**src/verilog/rmi_pkg.sv**
```systemverilog
// Purpose: constants for the receive message indication block
// Assumes: one user clock, 20 MHz
// Notes:   kind codes 25..31 are never issued
package rmi_pkg;
   localparam logic [4:0] RMI_K_ERR_COR    = 5'h00;
   localparam logic [4:0] RMI_K_ERR_NONF   = 5'h01;
   localparam logic [4:0] RMI_K_ERR_FATAL  = 5'h02;
   localparam logic [4:0] RMI_K_INTA_ON    = 5'h03;
   localparam logic [4:0] RMI_K_INTD_OFF   = 5'h0A;
   localparam logic [4:0] RMI_K_PM_PME     = 5'h0B;
   localparam logic [4:0] RMI_K_PME_TO_ACK = 5'h0C;
   localparam logic [4:0] RMI_K_PME_OFF    = 5'h0D;
   localparam logic [4:0] RMI_K_ASPM_NAK   = 5'h0E;
   localparam logic [4:0] RMI_K_SLOT_PWR   = 5'h0F;
   localparam logic [4:0] RMI_K_LTR        = 5'h10;
   localparam logic [4:0] RMI_K_OBFF       = 5'h11;
   localparam logic [4:0] RMI_K_UNLOCK     = 5'h12;
   localparam logic [4:0] RMI_K_VDM0       = 5'h13;
   localparam logic [4:0] RMI_K_VDM1       = 5'h14;
   localparam logic [4:0] RMI_K_ATS_LAST   = 5'h18;
   localparam logic [3:0] RMI_LEN_SHORT    = 4'h2;
   localparam logic [3:0] RMI_LEN_OBFF     = 4'h3;
   localparam logic [3:0] RMI_LEN_VDM_NOD  = 4'h4;
   localparam logic [3:0] RMI_LEN_DWORD    = 4'h6;
   localparam logic [3:0] RMI_LEN_VDM_DAT  = 4'h8;
   localparam logic [3:0] RMI_GAP_CYCLES   = 4'h1;
   localparam logic [4:0] RMI_RST_KIND     = 5'h00;
   localparam logic [7:0] RMI_RST_BYTE     = 8'h00;
   localparam logic [3:0] RMI_RST_COUNT    = 4'h0;
   typedef enum logic [2:0] {
      RMI_IDLE = 3'b001,
      RMI_SEND = 3'b010,
      RMI_GAP  = 3'b100
   } rmi_state_t;
endpackage

```
**src/verilog/rmi_msg_ind.sv**
```systemverilog
// Purpose: serialise received messages onto the kind/strobe/byte indication port
// Assumes: upstream offers one decoded message at a time with valid/ready
// Notes:   the user side has no back pressure; only upstream is stalled
// Functional notes
// - when enabled, each received message of kind 0..24 gives a 5-bit kind and strobe pulse
// - one parameter byte per strobe cycle on the byte output
// - vendor-defined messages forward only the first payload dword
// - kinds 0..14: errors, INTA..INTD assert/deassert, power management
// - kinds 15..24: slot power, LTR, OBFF, unlock, vendor, ATS; 25..31 reserved
// - error, INTx, PM, unlock, ATS: two cycles, bus then devfn
// - slot power limit: six cycles, ID bytes then payload LSB first
// - LTR: six cycles, ID, snoop lo/hi, no-snoop lo/hi
// - OBFF: three cycles, ID bytes then OBFF code
// - vendor-defined: four cycles, or eight with data, vendor ID then payload
// - strobe low at least one cycle between indications
// - no stall input toward the user side
`timescale 1ns/1ps
module rmi_msg_ind
   import rmi_pkg::*;
(
   input  wire logic        clk,
   input  wire logic        nrst,
   input  wire logic        enable,
   input  wire logic        in_valid,
   output logic             in_ready,
   input  wire logic [4:0]  in_kind,
   input  wire logic [15:0] in_req_id,
   input  wire logic [31:0] in_word_a,
   input  wire logic [31:0] in_word_b,
   input  wire logic        in_has_data,
   output logic             msg_strobe,
   output logic [4:0]       msg_kind,
   output logic [7:0]       msg_byte
);
   rmi_state_t  state;
   rmi_state_t  next_state;
   logic [3:0]  count;
   logic [3:0]  next_count;
   logic [3:0]  len;
   logic [3:0]  next_len;
   logic [4:0]  kind;
   logic [4:0]  next_kind;
   logic [7:0]  bytes [8];
   logic [7:0]  next_bytes [8];
   logic [7:0]  out_byte;
   logic [7:0]  next_out_byte;
   logic [3:0]  in_len;
   logic        in_legal;

   // length by kind; reserved codes give the short length but clear in_legal and are dropped
   always_comb begin
      in_legal = 1'b1;
      unique case (in_kind)
         RMI_K_SLOT_PWR, RMI_K_LTR: in_len = RMI_LEN_DWORD;
         RMI_K_OBFF:                in_len = RMI_LEN_OBFF;
         RMI_K_VDM0, RMI_K_VDM1:
            in_len = in_has_data ? RMI_LEN_VDM_DAT : RMI_LEN_VDM_NOD;
         default: begin
            in_len   = RMI_LEN_SHORT;
            in_legal = (in_kind <= RMI_K_ATS_LAST);
         end
      endcase
   end

   // upstream is consumed only when idle; user side never stalls us
   assign in_ready = (state == RMI_IDLE);

   always_comb begin
      next_state    = state;
      next_count    = count;
      next_len      = len;
      next_kind     = kind;
      next_bytes    = bytes;
      next_out_byte = out_byte;
      unique case (state)
         RMI_IDLE: begin
            if (in_valid && enable && in_legal) begin
               next_kind     = in_kind;
               next_len      = in_len;
               next_count    = 4'h1;
               next_bytes[0] = in_req_id[15:8];
               next_bytes[1] = in_req_id[7:0];
               // only the first dword of a vendor payload travels here
               if (in_kind == RMI_K_VDM0 || in_kind == RMI_K_VDM1) begin
                  next_bytes[2] = in_word_a[7:0];
                  next_bytes[3] = in_word_a[15:8];
                  next_bytes[4] = in_word_b[7:0];
                  next_bytes[5] = in_word_b[15:8];
                  next_bytes[6] = in_word_b[23:16];
                  next_bytes[7] = in_word_b[31:24];
               end else if (in_kind == RMI_K_LTR) begin
                  next_bytes[2] = in_word_a[7:0];
                  next_bytes[3] = in_word_a[15:8];
                  next_bytes[4] = in_word_b[7:0];
                  next_bytes[5] = in_word_b[15:8];
                  next_bytes[6] = RMI_RST_BYTE;
                  next_bytes[7] = RMI_RST_BYTE;
               end else begin
                  next_bytes[2] = in_word_a[7:0];
                  next_bytes[3] = in_word_a[15:8];
                  next_bytes[4] = in_word_a[23:16];
                  next_bytes[5] = in_word_a[31:24];
                  next_bytes[6] = RMI_RST_BYTE;
                  next_bytes[7] = RMI_RST_BYTE;
               end
               next_out_byte = in_req_id[15:8];
               next_state    = RMI_SEND;
            end
         end
         RMI_SEND: begin
            if (count == len) begin
               next_state    = RMI_GAP;
               next_count    = RMI_RST_COUNT;
               next_out_byte = RMI_RST_BYTE;
            end else begin
               next_out_byte = bytes[count[2:0]];
               next_count    = count + 4'h1;
            end
         end
         RMI_GAP: begin
            next_state = RMI_IDLE;
         end
      endcase
   end

   always_ff @(posedge clk or negedge nrst) begin
      if (!nrst) begin
         state    <= RMI_IDLE;
         count    <= RMI_RST_COUNT;
         len      <= RMI_RST_COUNT;
         kind     <= RMI_RST_KIND;
         out_byte <= RMI_RST_BYTE;
         for (int i = 0; i < 8; i++) begin
            bytes[i] <= RMI_RST_BYTE;
         end
      end else begin
         state    <= next_state;
         count    <= next_count;
         len      <= next_len;
         kind     <= next_kind;
         out_byte <= next_out_byte;
         bytes    <= next_bytes;
      end
   end

   assign msg_strobe = (state == RMI_SEND);
   assign msg_kind   = kind;
   assign msg_byte   = out_byte;

   a_kind_stable: assert property (@(posedge clk) disable iff (!nrst)
      msg_strobe && $past(msg_strobe) |-> msg_kind == $past(msg_kind))
      else $error("kind changed during strobe");
   a_no_reserved: assert property (@(posedge clk) disable iff (!nrst)
      msg_strobe |-> msg_kind <= RMI_K_ATS_LAST)
      else $error("reserved kind strobed");
   a_gap_after: assert property (@(posedge clk) disable iff (!nrst)
      $fell(msg_strobe) |-> !msg_strobe ##1 !msg_strobe)
      else $error("no gap between indications");
   a_short_len: assert property (@(posedge clk) disable iff (!nrst)
      $rose(msg_strobe) && (msg_kind <= RMI_K_ASPM_NAK || msg_kind == RMI_K_UNLOCK
      || msg_kind > RMI_K_VDM1) |-> msg_strobe [*2] ##1 !msg_strobe)
      else $error("short message not two cycles");
   a_dword_len: assert property (@(posedge clk) disable iff (!nrst)
      $rose(msg_strobe) && (msg_kind == RMI_K_SLOT_PWR || msg_kind == RMI_K_LTR)
      |-> msg_strobe [*6] ##1 !msg_strobe)
      else $error("dword message not six cycles");
   a_obff_len: assert property (@(posedge clk) disable iff (!nrst)
      $rose(msg_strobe) && msg_kind == RMI_K_OBFF |-> msg_strobe [*3] ##1 !msg_strobe)
      else $error("obff not three cycles");
   a_vdm_len: assert property (@(posedge clk) disable iff (!nrst)
      $rose(msg_strobe) && (msg_kind == RMI_K_VDM0 || msg_kind == RMI_K_VDM1)
      |-> msg_strobe [*4] ##1 (!msg_strobe or msg_strobe [*4] ##1 !msg_strobe))
      else $error("vendor message length wrong");
   a_first_byte: assert property (@(posedge clk) disable iff (!nrst)
      in_valid && in_ready && enable && in_legal
      |=> msg_strobe && msg_byte == $past(in_req_id[15:8]) ##1 msg_byte == $past(in_req_id[7:0], 2))
      else $error("requester id bytes wrong");
   a_drop_disabled: assert property (@(posedge clk) disable iff (!nrst)
      in_ready && !enable |=> !msg_strobe)
      else $error("strobe while disabled");
   a_busy_ready: assert property (@(posedge clk) disable iff (!nrst)
      msg_strobe |-> !in_ready)
      else $error("new message taken during indication");
   a_byte_idle: assert property (@(posedge clk) disable iff (!nrst)
      !msg_strobe |-> msg_byte == RMI_RST_BYTE)
      else $error("byte not cleared outside strobe");
   a_reserved_drop: assert property (@(posedge clk) disable iff (!nrst)
      in_valid && in_ready && !in_legal |=> !msg_strobe)
      else $error("reserved kind started an indication");
   // payload positions counted from the take edge; id bytes are checked above
   a_slot_payload: assert property (@(posedge clk) disable iff (!nrst)
      in_valid && in_ready && enable && in_kind == RMI_K_SLOT_PWR
      |=> ##2 msg_byte == $past(in_word_a[7:0], 3)
      ##3 msg_byte == $past(in_word_a[31:24], 6))
      else $error("slot power payload order wrong");
   a_ltr_payload: assert property (@(posedge clk) disable iff (!nrst)
      in_valid && in_ready && enable && in_kind == RMI_K_LTR
      |=> ##2 msg_byte == $past(in_word_a[7:0], 3)
      ##2 msg_byte == $past(in_word_b[7:0], 5) ##1 msg_byte == $past(in_word_b[15:8], 6))
      else $error("latency bytes out of order");
   a_obff_code: assert property (@(posedge clk) disable iff (!nrst)
      in_valid && in_ready && enable && in_kind == RMI_K_OBFF
      |=> ##2 msg_byte == $past(in_word_a[7:0], 3))
      else $error("obff code not in third cycle");
   a_vdm_payload: assert property (@(posedge clk) disable iff (!nrst)
      in_valid && in_ready && enable && in_has_data
      && (in_kind == RMI_K_VDM0 || in_kind == RMI_K_VDM1)
      |=> ##3 msg_byte == $past(in_word_a[15:8], 4)
      ##1 msg_byte == $past(in_word_b[7:0], 5) ##3 msg_byte == $past(in_word_b[31:24], 8))
      else $error("vendor payload order wrong");

   c_short: cover property (@(posedge clk) disable iff (!nrst)
      $rose(msg_strobe) && msg_kind == RMI_K_ERR_FATAL);
   c_slot: cover property (@(posedge clk) disable iff (!nrst)
      $rose(msg_strobe) && msg_kind == RMI_K_SLOT_PWR);
   c_vdm8: cover property (@(posedge clk) disable iff (!nrst)
      $rose(msg_strobe) && msg_kind == RMI_K_VDM1 ##1 msg_strobe [*7]);
   // back-to-back offers still see two low strobe cycles: gap plus take
   c_b2b: cover property (@(posedge clk) disable iff (!nrst)
      $fell(msg_strobe) ##2 $rose(msg_strobe));
endmodule

```
**config.mk**
```make
export PLATFORM = sky130hd
export DESIGN_NAME = rmi_msg_ind
export DESIGN_NICKNAME = d
export VERILOG_FILES = /design/src/verilog/rmi_pkg.sv /design/src/verilog/rmi_msg_ind.sv
export SDC_FILE = /design/constraint.sdc
export NUM_CORES = 1
export LEC_CHECK = 0
export BUFFER_PORTS_ARGS = -buffer_cell sky130_fd_sc_hd__buf_4
export CAP_MARGIN = 20
export CORE_UTILIZATION = 57
export DETAILED_ROUTE_END_ITERATION = 10
export PLACE_DENSITY_LB_ADDON = 0.2
export SLEW_MARGIN = 20
export SYNTH_ARGS = -nofsm -noshare
export SYNTH_HDL_FRONTEND = slang
export SYNTH_SLANG_ARGS = --single-unit
```
**constraint.sdc**
```tcl
create_clock -name clk -period 4.25 [get_ports clk]
set_input_delay 0.425 -clock clk [delete_from_list [all_inputs] [get_ports clk]]
set_output_delay 0.425 -clock clk [all_outputs]
set_load 0.01 [all_outputs]
```
==> results.md, run 1 <==
* Most frequent cells after synthesis: nand2_1 (131), dfrtp_1 (87), mux2i_1 (24), o21ai_0 (20), mux4_2 (16)
* Crit-path cells: xor2_1 -> o41ai_2 -> o22ai_1 -> o21a_1
* Data arrival, critical path at 3.03 ns
* Top cell type by total area after synthesis: dfrtp_1
* Clock sink count at 88
* Initial antenna violation count at 0
* Via count at roughly 3300
* Reg2reg path depth at 4
* Synth Area per Inst at between 10 and 15 um2
* Setup_tns at 0 ns
* Syn Inst Count at approximately 390
* Cell variety after synth at 44
* Synthesized cell area at 4210 um2
* Placeable Area at ~6900 um2
* Worst R2R End: msg_byte[7]
* DR DRC count at 0
* CTS tree: done
* Vias/cell at 5.61
* Root buffer cell: clkbuf_8
* Die H at just under 90 um
* Die Area at a little under 8000 um2
* Max incr delay on CP at roughly 1.1 ns
* Crit Path Category: register to register
* Number of synthesized flops with an enable pin at 0
* N_diodes at 0
* WP buf/inv at 0
* Worst reg2reg startpoint: count[1]
* Synth top area cells: dfrtp_1 (52%), nand2_1 (12%), mux4_2 (8.6%), mux2i_1 (5.7%), o21ai_0 (2.4%)
* CTS Hold Bufs at 0
* Post-CTS sizing at 0
* Number of global-route vias before repair at ~3300
* GR Util All Layers at 27.7%
* WL final at slightly below 10 mm
* VDD IR max at just under 0.3 mV
* Longest Clk Path Bufs at 2
* First-pass GRT wire length at 15.8 mm
* Pwr Density at 571 nW/um2
* Clk_lat worst skew at roughly 0.37 ns
* Outcome: completed
* DP Cell Count at between 500 and 600
* Die X at 87.9 um
* Initial core utilization at roughly 61%
* Number of post-CTS setup repair buffers at 0
* RSZ-0062 raised after global routing: no
* DP Wirelength at 6.84 mm
* Worst-Margin Slew at 1.11 ns
* Hold crit path type: input port to async pin
* Clock Skews at 0.00924 ns
* Yosys top cell area share at ~52%
* H-tree levels at 3
* F_max at roughly 360 MHz
* CP endpoint kind: register
* FFs w/ async S/R, synth at 100%
* Routed wire length per instance at roughly 17 um
* Area Overhead vs Synth at 23.5%
* Cell Rows at 30
* Final cell count without fillers at approximately 600
* Register bit total from synthesis at 88
* Synth Warn # at 0
* Final hold violation count at 0
* Crit path max fanout at 20
* Nets@finish at between 500 and 600
* # port buffers at 104
* DR iter-0 viols at 213
* Fin crit share at between 60% and 70%
* CTS Buf Count at 9
* Static leakage at between 0.002 and 0.003 uW
* Largest net degree at the start of global routing at just under 90
* Final setup violation count at 0
* Antenna-violating nets left at 0
* Register area share after synthesis at 52.4%
* Clk pin slew, worst setup/hold paths at ~0.09 ns
* Reg-to-reg slack, setup at ~1.5 ns
* Critical Path RT at between 4 and 5 ns
* # IOs at 105
* Slowest CP cell: o41ai_2
* Fin. max-slew vios at 0
* Critical path origin: count[1]
* Period minus WS final at ~2.8 ns
* Placer Congestion at between 0.8 and 0.9
* DRT Pass-1 Iters at 4
* Slew HR at 25.1%
* Crit path max-delay family: compound AO/OA/AOI/OAI gates
* Worst Setup Start Kind: register
* Primary FF master, synth: dfrtp_1
* Syn nets at roughly 480
* Max Cap Violations at 0
* Layout cell share with drive strength beyond 1 at approximately a third
* Remaining global-route overflow at 0
* Most common cell in the netlist: nand2_1
[how the worst max path moves through the flow]
stage	to	slack (ns)	cells after the start
2_1_floorplan	bytes[1]	2.29	5
3_3_place_gp	bytes[5]	1.59	4
3_5_place_dp	bytes[2]	1.53	4
4_1_cts	bytes[4]	1.51	4
5_1_grt	bytes[8]	1.40	4
6_report	msg_byte[7]	1.48	4
[kinds of logic (layout without fill, tap and decap cells)]
family                     after synthesis  in the layout  synth area share (%)
adders and majority gates                1              1                 0.297
xor gates and xnor gates                 5              5                  1.04
buffers and inverters                   29            125                  3.72
DFF                                     88             88                  52.4
AOI/OAI and AO/OA                       65             65                  11.0
muxes                                   41             41                  14.5
and+or+nand+nor                        163            163                  17.0
[cells in the final DEF (no fill, tap or decap), drive strengths merged, types with 3 or more instances in the layout]
master and count:
nor2 7, mux2i 24, dfrtp 87, o22ai 9, nor4 9, clkinvlp 3, mux4 16, a22o 19
o21a 8, o21ai 20, xor2 4, buf 108, nand2 131, clkbuf 11, nor3b 5
[power by group]
| group | total, uW | internal (uW) | switching [uW] |
|---|---|---|---|
| combinational | 1050 | 549 | 497 |
| clock | 578 | 271 | 307 |
| sequential | 1340 | 1120 | 225 |
| total | 2970 | 1940 | 1030 |
[layout make-up]
cell class | instances | area, um2
sequential | 88 | 2200
multi-input combinational | 275 | 1870
fill | 509 | 1750
timing repair buffer | 108 | 815
clock buffer | 11 | 131
tap | 96 | 120
clock inverter | 5 | 57.6
inverter | 1 | 3.75
[per-stage QoR]
step                      setup WS (ns)  area, um2  power, uW  hold WS [ns]  utilization, %
after floorplan                    2.29       4210       2000         0.129               -
after global placement             1.59       5000       2340         0.455            72.1
after detailed placement           1.53       5000       2400         0.461            72.1
after CTS                          1.51       5190       2970         0.239            74.8
after global routing               1.40       5200       3140         0.193            74.8
final                              1.48       5200       2970         0.106            74.8
[worst register-to-register path: cells and delay by family, from the launching register on]
kind | cells | cell delay (ns)
XOR/XNOR | 1 | 0.22
AO/OA/AOI/OAI | 3 | 1.50
flip-flops | 1 | 0.96
[layer usage]
layer | up-vias | GRT usage, % | part of all wire (%)
li1 | 1555 | - | -
met1 | 1611 | 36.4 | 42
met2 | 94 | 45.2 | 51
met3 | 19 | 4.24 | 4.1
met4 | 0 | 13.6 | 2.5
met5 | - | 0 | 0
[flip-flops by register name, indices dropped and copies added, names as in the netlist]
| register | cells |
|---|---|
| len | 4 |
| state | 3 |
| msg_byte | 8 |
| msg_kind | 5 |
| bytes | 64 |
| count | 4 |
Power figures use the tool's default switching activity.
==> inputs of run 2 (changes only) <==
--- a/config.mk
+++ b/config.mk
@@ -5,9 +5,10 @@
 export SDC_FILE = /design/constraint.sdc
 export NUM_CORES = 1
 export LEC_CHECK = 0
+export ABC_AREA = 1
 export BUFFER_PORTS_ARGS = -buffer_cell sky130_fd_sc_hd__buf_4
 export CAP_MARGIN = 20
-export CORE_UTILIZATION = 57
+export CORE_UTILIZATION = 54
 export DETAILED_ROUTE_END_ITERATION = 10
 export PLACE_DENSITY_LB_ADDON = 0.2
 export SLEW_MARGIN = 20
==> constraint.sdc (replaced) <==
create_clock -name clk -period 2.65 [get_ports clk]
set_input_delay 0.265 -clock clk [delete_from_list [all_inputs] [get_ports clk]]
set_output_delay 0.265 -clock clk [all_outputs]
set_load 0.01 [all_outputs]
==> results.md, run 2 <==
* Outcome: completed (unchanged)
* Sw Share at 41.1% (was 34.7%)
* VDD IR max at 0.523 mV (was 0.293 mV)
* Longest Clk Path Bufs at 2 (unchanged)
* DRT Pass-1 Iters at 6 (was 4)
* Worst reg2reg startpoint: count[1] (unchanged)
* Placer Congestion at 0.887 (was 0.818)
* Die H at 94.6 um (was 87.9 um)
* Reg-to-reg slack, setup at 0.54 ns (was 1.48 ns)
* Number of global-route vias before repair at 3925 (was 3314)
* Static leakage at 0.00300 uW (was 0.00266 uW)
* Yosys top cell area share at 47.0% (was 51.8%)
* Highest-count cells in the layout ignoring fill and taps: nand2_1 (229), buf_4 (106), dfrtp_1 (87), inv_1 (79), nand3_1 (55) (was nand2_1 (131), buf_4 (107), dfrtp_1 (87), mux2i_1 (24), o21ai_0 (20))
* Initial core utilization at 56.1% (was 60.6%)
* Initial antenna violation count at 0 (unchanged)
* # port buffers at 104 (unchanged)
* Top reg by flops: bytes (unchanged)
* Final cell count without fillers at 822 (was 584)
* First-pass GRT wire length at 18.4 mm (was 15.8 mm)
* Synth top area cells: dfrtp_1 (47%), nand2_1 (19%), inv_1 (6.4%), nand3_1 (5.9%), o21ai_0 (5.5%) (was dfrtp_1 (52%), nand2_1 (12%), mux4_2 (8.6%), mux2i_1 (5.7%), o21ai_0 (2.4%))
* FFs w/ async S/R, synth at 100% (unchanged)
* Register area share after synthesis at 47.6% (was 52.4%)
* GR Util All Layers at 27.0% (was 27.7%)
* Most common cell in the netlist: nand2_1 (unchanged)
* Internal at 3340 uW (was 1940 uW)
* Pre-CTS setup slack at 0.598 ns (was 1.53 ns)
* Most frequent cells after synthesis: nand2_1 (229), dfrtp_1 (87), inv_1 (79), nand3_1 (55), o21ai_0 (51) (was nand2_1 (131), dfrtp_1 (87), mux2i_1 (24), o21ai_0 (20), mux4_2 (16))
* Routed wire length per instance at 13.6 um (was 16.9 um)
* Clock sink count at 88 (unchanged)
* Commonest non-fill, non-tap cell in the layout: nand2_1 (unchanged)
* Worst Setup Start Kind: register (unchanged)
* Crit path max fanout at 20 (unchanged)
* Area Overhead vs Synth at 20.8% (was 23.5%)
* Placeable Area at 8260 um2 (was 6940 um2)
* Worst-Margin Slew at 0.781 ns (was 1.11 ns)
* Antenna-violating nets left at 0 (unchanged)
* Pwr Density at 1010 nW/um2 (was 571 nW/um2)
* Synth Warn # at 0 (unchanged)
* Slew HR at 47.9% (was 25.1%)
* Clock Skews at 0.00805 ns (was 0.00924 ns)
* Primary FF master, synth: dfrtp_1 (unchanged)
* Number of post-CTS setup repair buffers at 0 (unchanged)
* Layout cell share with drive strength beyond 1 at 19.9% (was 31.8%)
* Fin. max-slew vios at 0 (unchanged)
* CP endpoint kind: register (unchanged)
* Synthesized cell area at 4630 um2 (was 4210 um2)
* Cell Rows at 33 (was 30)
* Clk_lat worst skew at 0.37 ns (about the same)
* Via count at 4199 (was 3279)
* Fin util at 67.7% (was 74.8%)
* Period minus WS final at 2.11 ns (was 2.77 ns)
* Largest net degree at the start of global routing at 60 (was 89)
* Cell variety after synth at 28 (was 44)
* Register bit total from synthesis at 88 (unchanged)
* WL final at 11.2 mm (was 9.86 mm)
* Nets@finish at 806 (was 574)
* Fill count at 746 (was 509)
* DP Cell Count at 808 (was 568)
* CTS tree: done (unchanged)
* Max reg flops at 64 (unchanged)
* Top cell type by total area after synthesis: dfrtp_1 (unchanged)
* CTS Buf Count at 9 (unchanged)
* Hold crit path type: input port to register (was input port to async pin)
* Clock power share at 17.4% (was 19.5%)
* H-tree levels at 3 (unchanged)
* Critical path origin: count[1] (unchanged)
* Data arrival, critical path at 2.38 ns (was 3.03 ns)
* Final setup violation count at 0 (unchanged)
* Reg power frac at 39.8% (was 45.2%)
* DR DRC count at 0 (unchanged)
* Post-CTS sizing at 0 (unchanged)
* CTS Hold Bufs at 1 (was 0)
* Logic gate share of total power at 42.8% (was 35.3%)
* Setup_tns at 0 ns (unchanged)
* Syn Inst Count at 628 (was 392)
* # IOs at 105 (unchanged)
* Number of synthesized flops with an enable pin at 0 (unchanged)
* Vias/cell at 5.11 (was 5.61)
* Clk pin slew, worst setup/hold paths at 0.08 ns (was 0.09 ns)
* Synth Area per Inst at 7.37 um2 (was 10.7 um2)
* Syn nets at 719 (was 483)
* Min setup slack post-route at 0.539 ns (was 1.48 ns)
* Hold path startpoint: in_word_a[5]
* Final hold violation count at 0 (unchanged)
* Fin crit share at 79.6% (was 65.2%)
* Root buffer cell: clkbuf_8 (unchanged)
* DP Wirelength at 7.98 mm (was 6.84 mm)
* F_max at 474 MHz (was 361 MHz)
* Die X at 94.6 um (was 87.9 um)
* RSZ-0062 raised after global routing: no (unchanged)
* N_diodes at 0 (unchanged)
* Remaining global-route overflow at 0 (unchanged)
* Critical Path RT at 2.92 ns (was 4.51 ns)
* Max Cap Violations at 0 (unchanged)
* Die Area at 8950 um2 (was 7730 um2)
* NetSw at 2330 uW (was 1030 uW)
* DR iter-0 viols at 261 (was 213)
* Crit Path Category: register to register (unchanged)
==> run 2: changes by cell type in the layout (fill, tap and decap cells not counted), sizes merged, moves of 8 or more <==
cell / previous run / this run
nand2: 131 / 232
inv: 1 / 86
o21ai: 20 / 77
nand3: 1 / 57
nor2: 7 / 33
mux2i: 24 / 0
a22o: 19 / 0
mux4: 16 / 0
nand4: 0 / 10
nor4: 9 / 0
o21a: 8 / 0
==> run 2: final cells by class <==
cell class | instances | area (um2) | share of cell area (%)
tap | 105 | 131 | 2.35
multi-input combinational | 421 | 1890 | 33.8
sequential | 88 | 2200 | 39.4
clock inverter | 4 | 72.6 | 1.30
inverter | 86 | 325 | 5.82
timing repair buffer | 109 | 846 | 15.1
clock buffer | 9 | 124 | 2.22
==> run 2: worst paths after layout <==
kind	depth (start not counted)	to
setup / recovery	9	msg_byte[1]
hold reg to reg	2	msg_kind[2]
setup reg to reg	9	msg_byte[1]
max in group asynchronous	3	bytes[40]
min in group asynchronous	2	bytes[3]
hold / removal	3	bytes[45]
==> run 2: kinds of logic (layout without fill, tap and decap cells) <==
group,count (synthesis),after routing,synth area share [%]
and+or+nand+nor,337,337,31.0
DFF,88,88,47.6
xor gates and xnor gates,2,2,0.378
AOI/OAI and AO/OA,81,81,9.13
adders and majority gates,1,1,0.270
buffers and inverters,119,208,11.6
==> run 2: metrics by stage <==
step | power (uW) | hold slack [ns] | cell area [um2]
2_1_floorplan | 3900 | -0.0306 | 4630
3_3_place_gp | 4600 | 0.381 | 5390
3_5_place_dp | 4670 | 0.391 | 5390
4_1_cts | 5650 | 0.0812 | 5590
5_1_grt | 6150 | 0.100 | 5590
6_report | 5670 | 0.0826 | 5590
==> run 2: metal layers <==
| layer | part of all wire, % | up-vias | global-route usage (%) |
|---|---|---|---|
| met5 | 0 | - | 0 |
| met4 | 2.8 | 0 | 11.7 |
| li1 | - | 2119 | - |
| met2 | 46 | 155 | 41.4 |
| met3 | 6.3 | 24 | 5.15 |
| met1 | 45 | 1901 | 37.3 |
==> run 2: critical path: stages (launching register included) <==
cell	delay, ns
dfrtp_1	0.81
inv_2	0.32
nand2_1	0.13
nand2_1	0.06
nor2_1	0.16
nand2_2	0.16
nand4_1	0.18
nand2_1	0.06
nand2_1	0.06
nand2_1	0.06
==> run 2: power by group through the flow <==
stage / combinational [uW] / clock, uW / sequential, uW
6_report: 2430 / 984 / 2260
5_1_grt: 2780 / 1050 / 2320
4_1_cts: 2420 / 983 / 2250
3_5_place_dp: 2400 / 0 / 2270
3_3_place_gp: 2340 / 0 / 2260
2_1_floorplan: 1720 / 0 / 2180
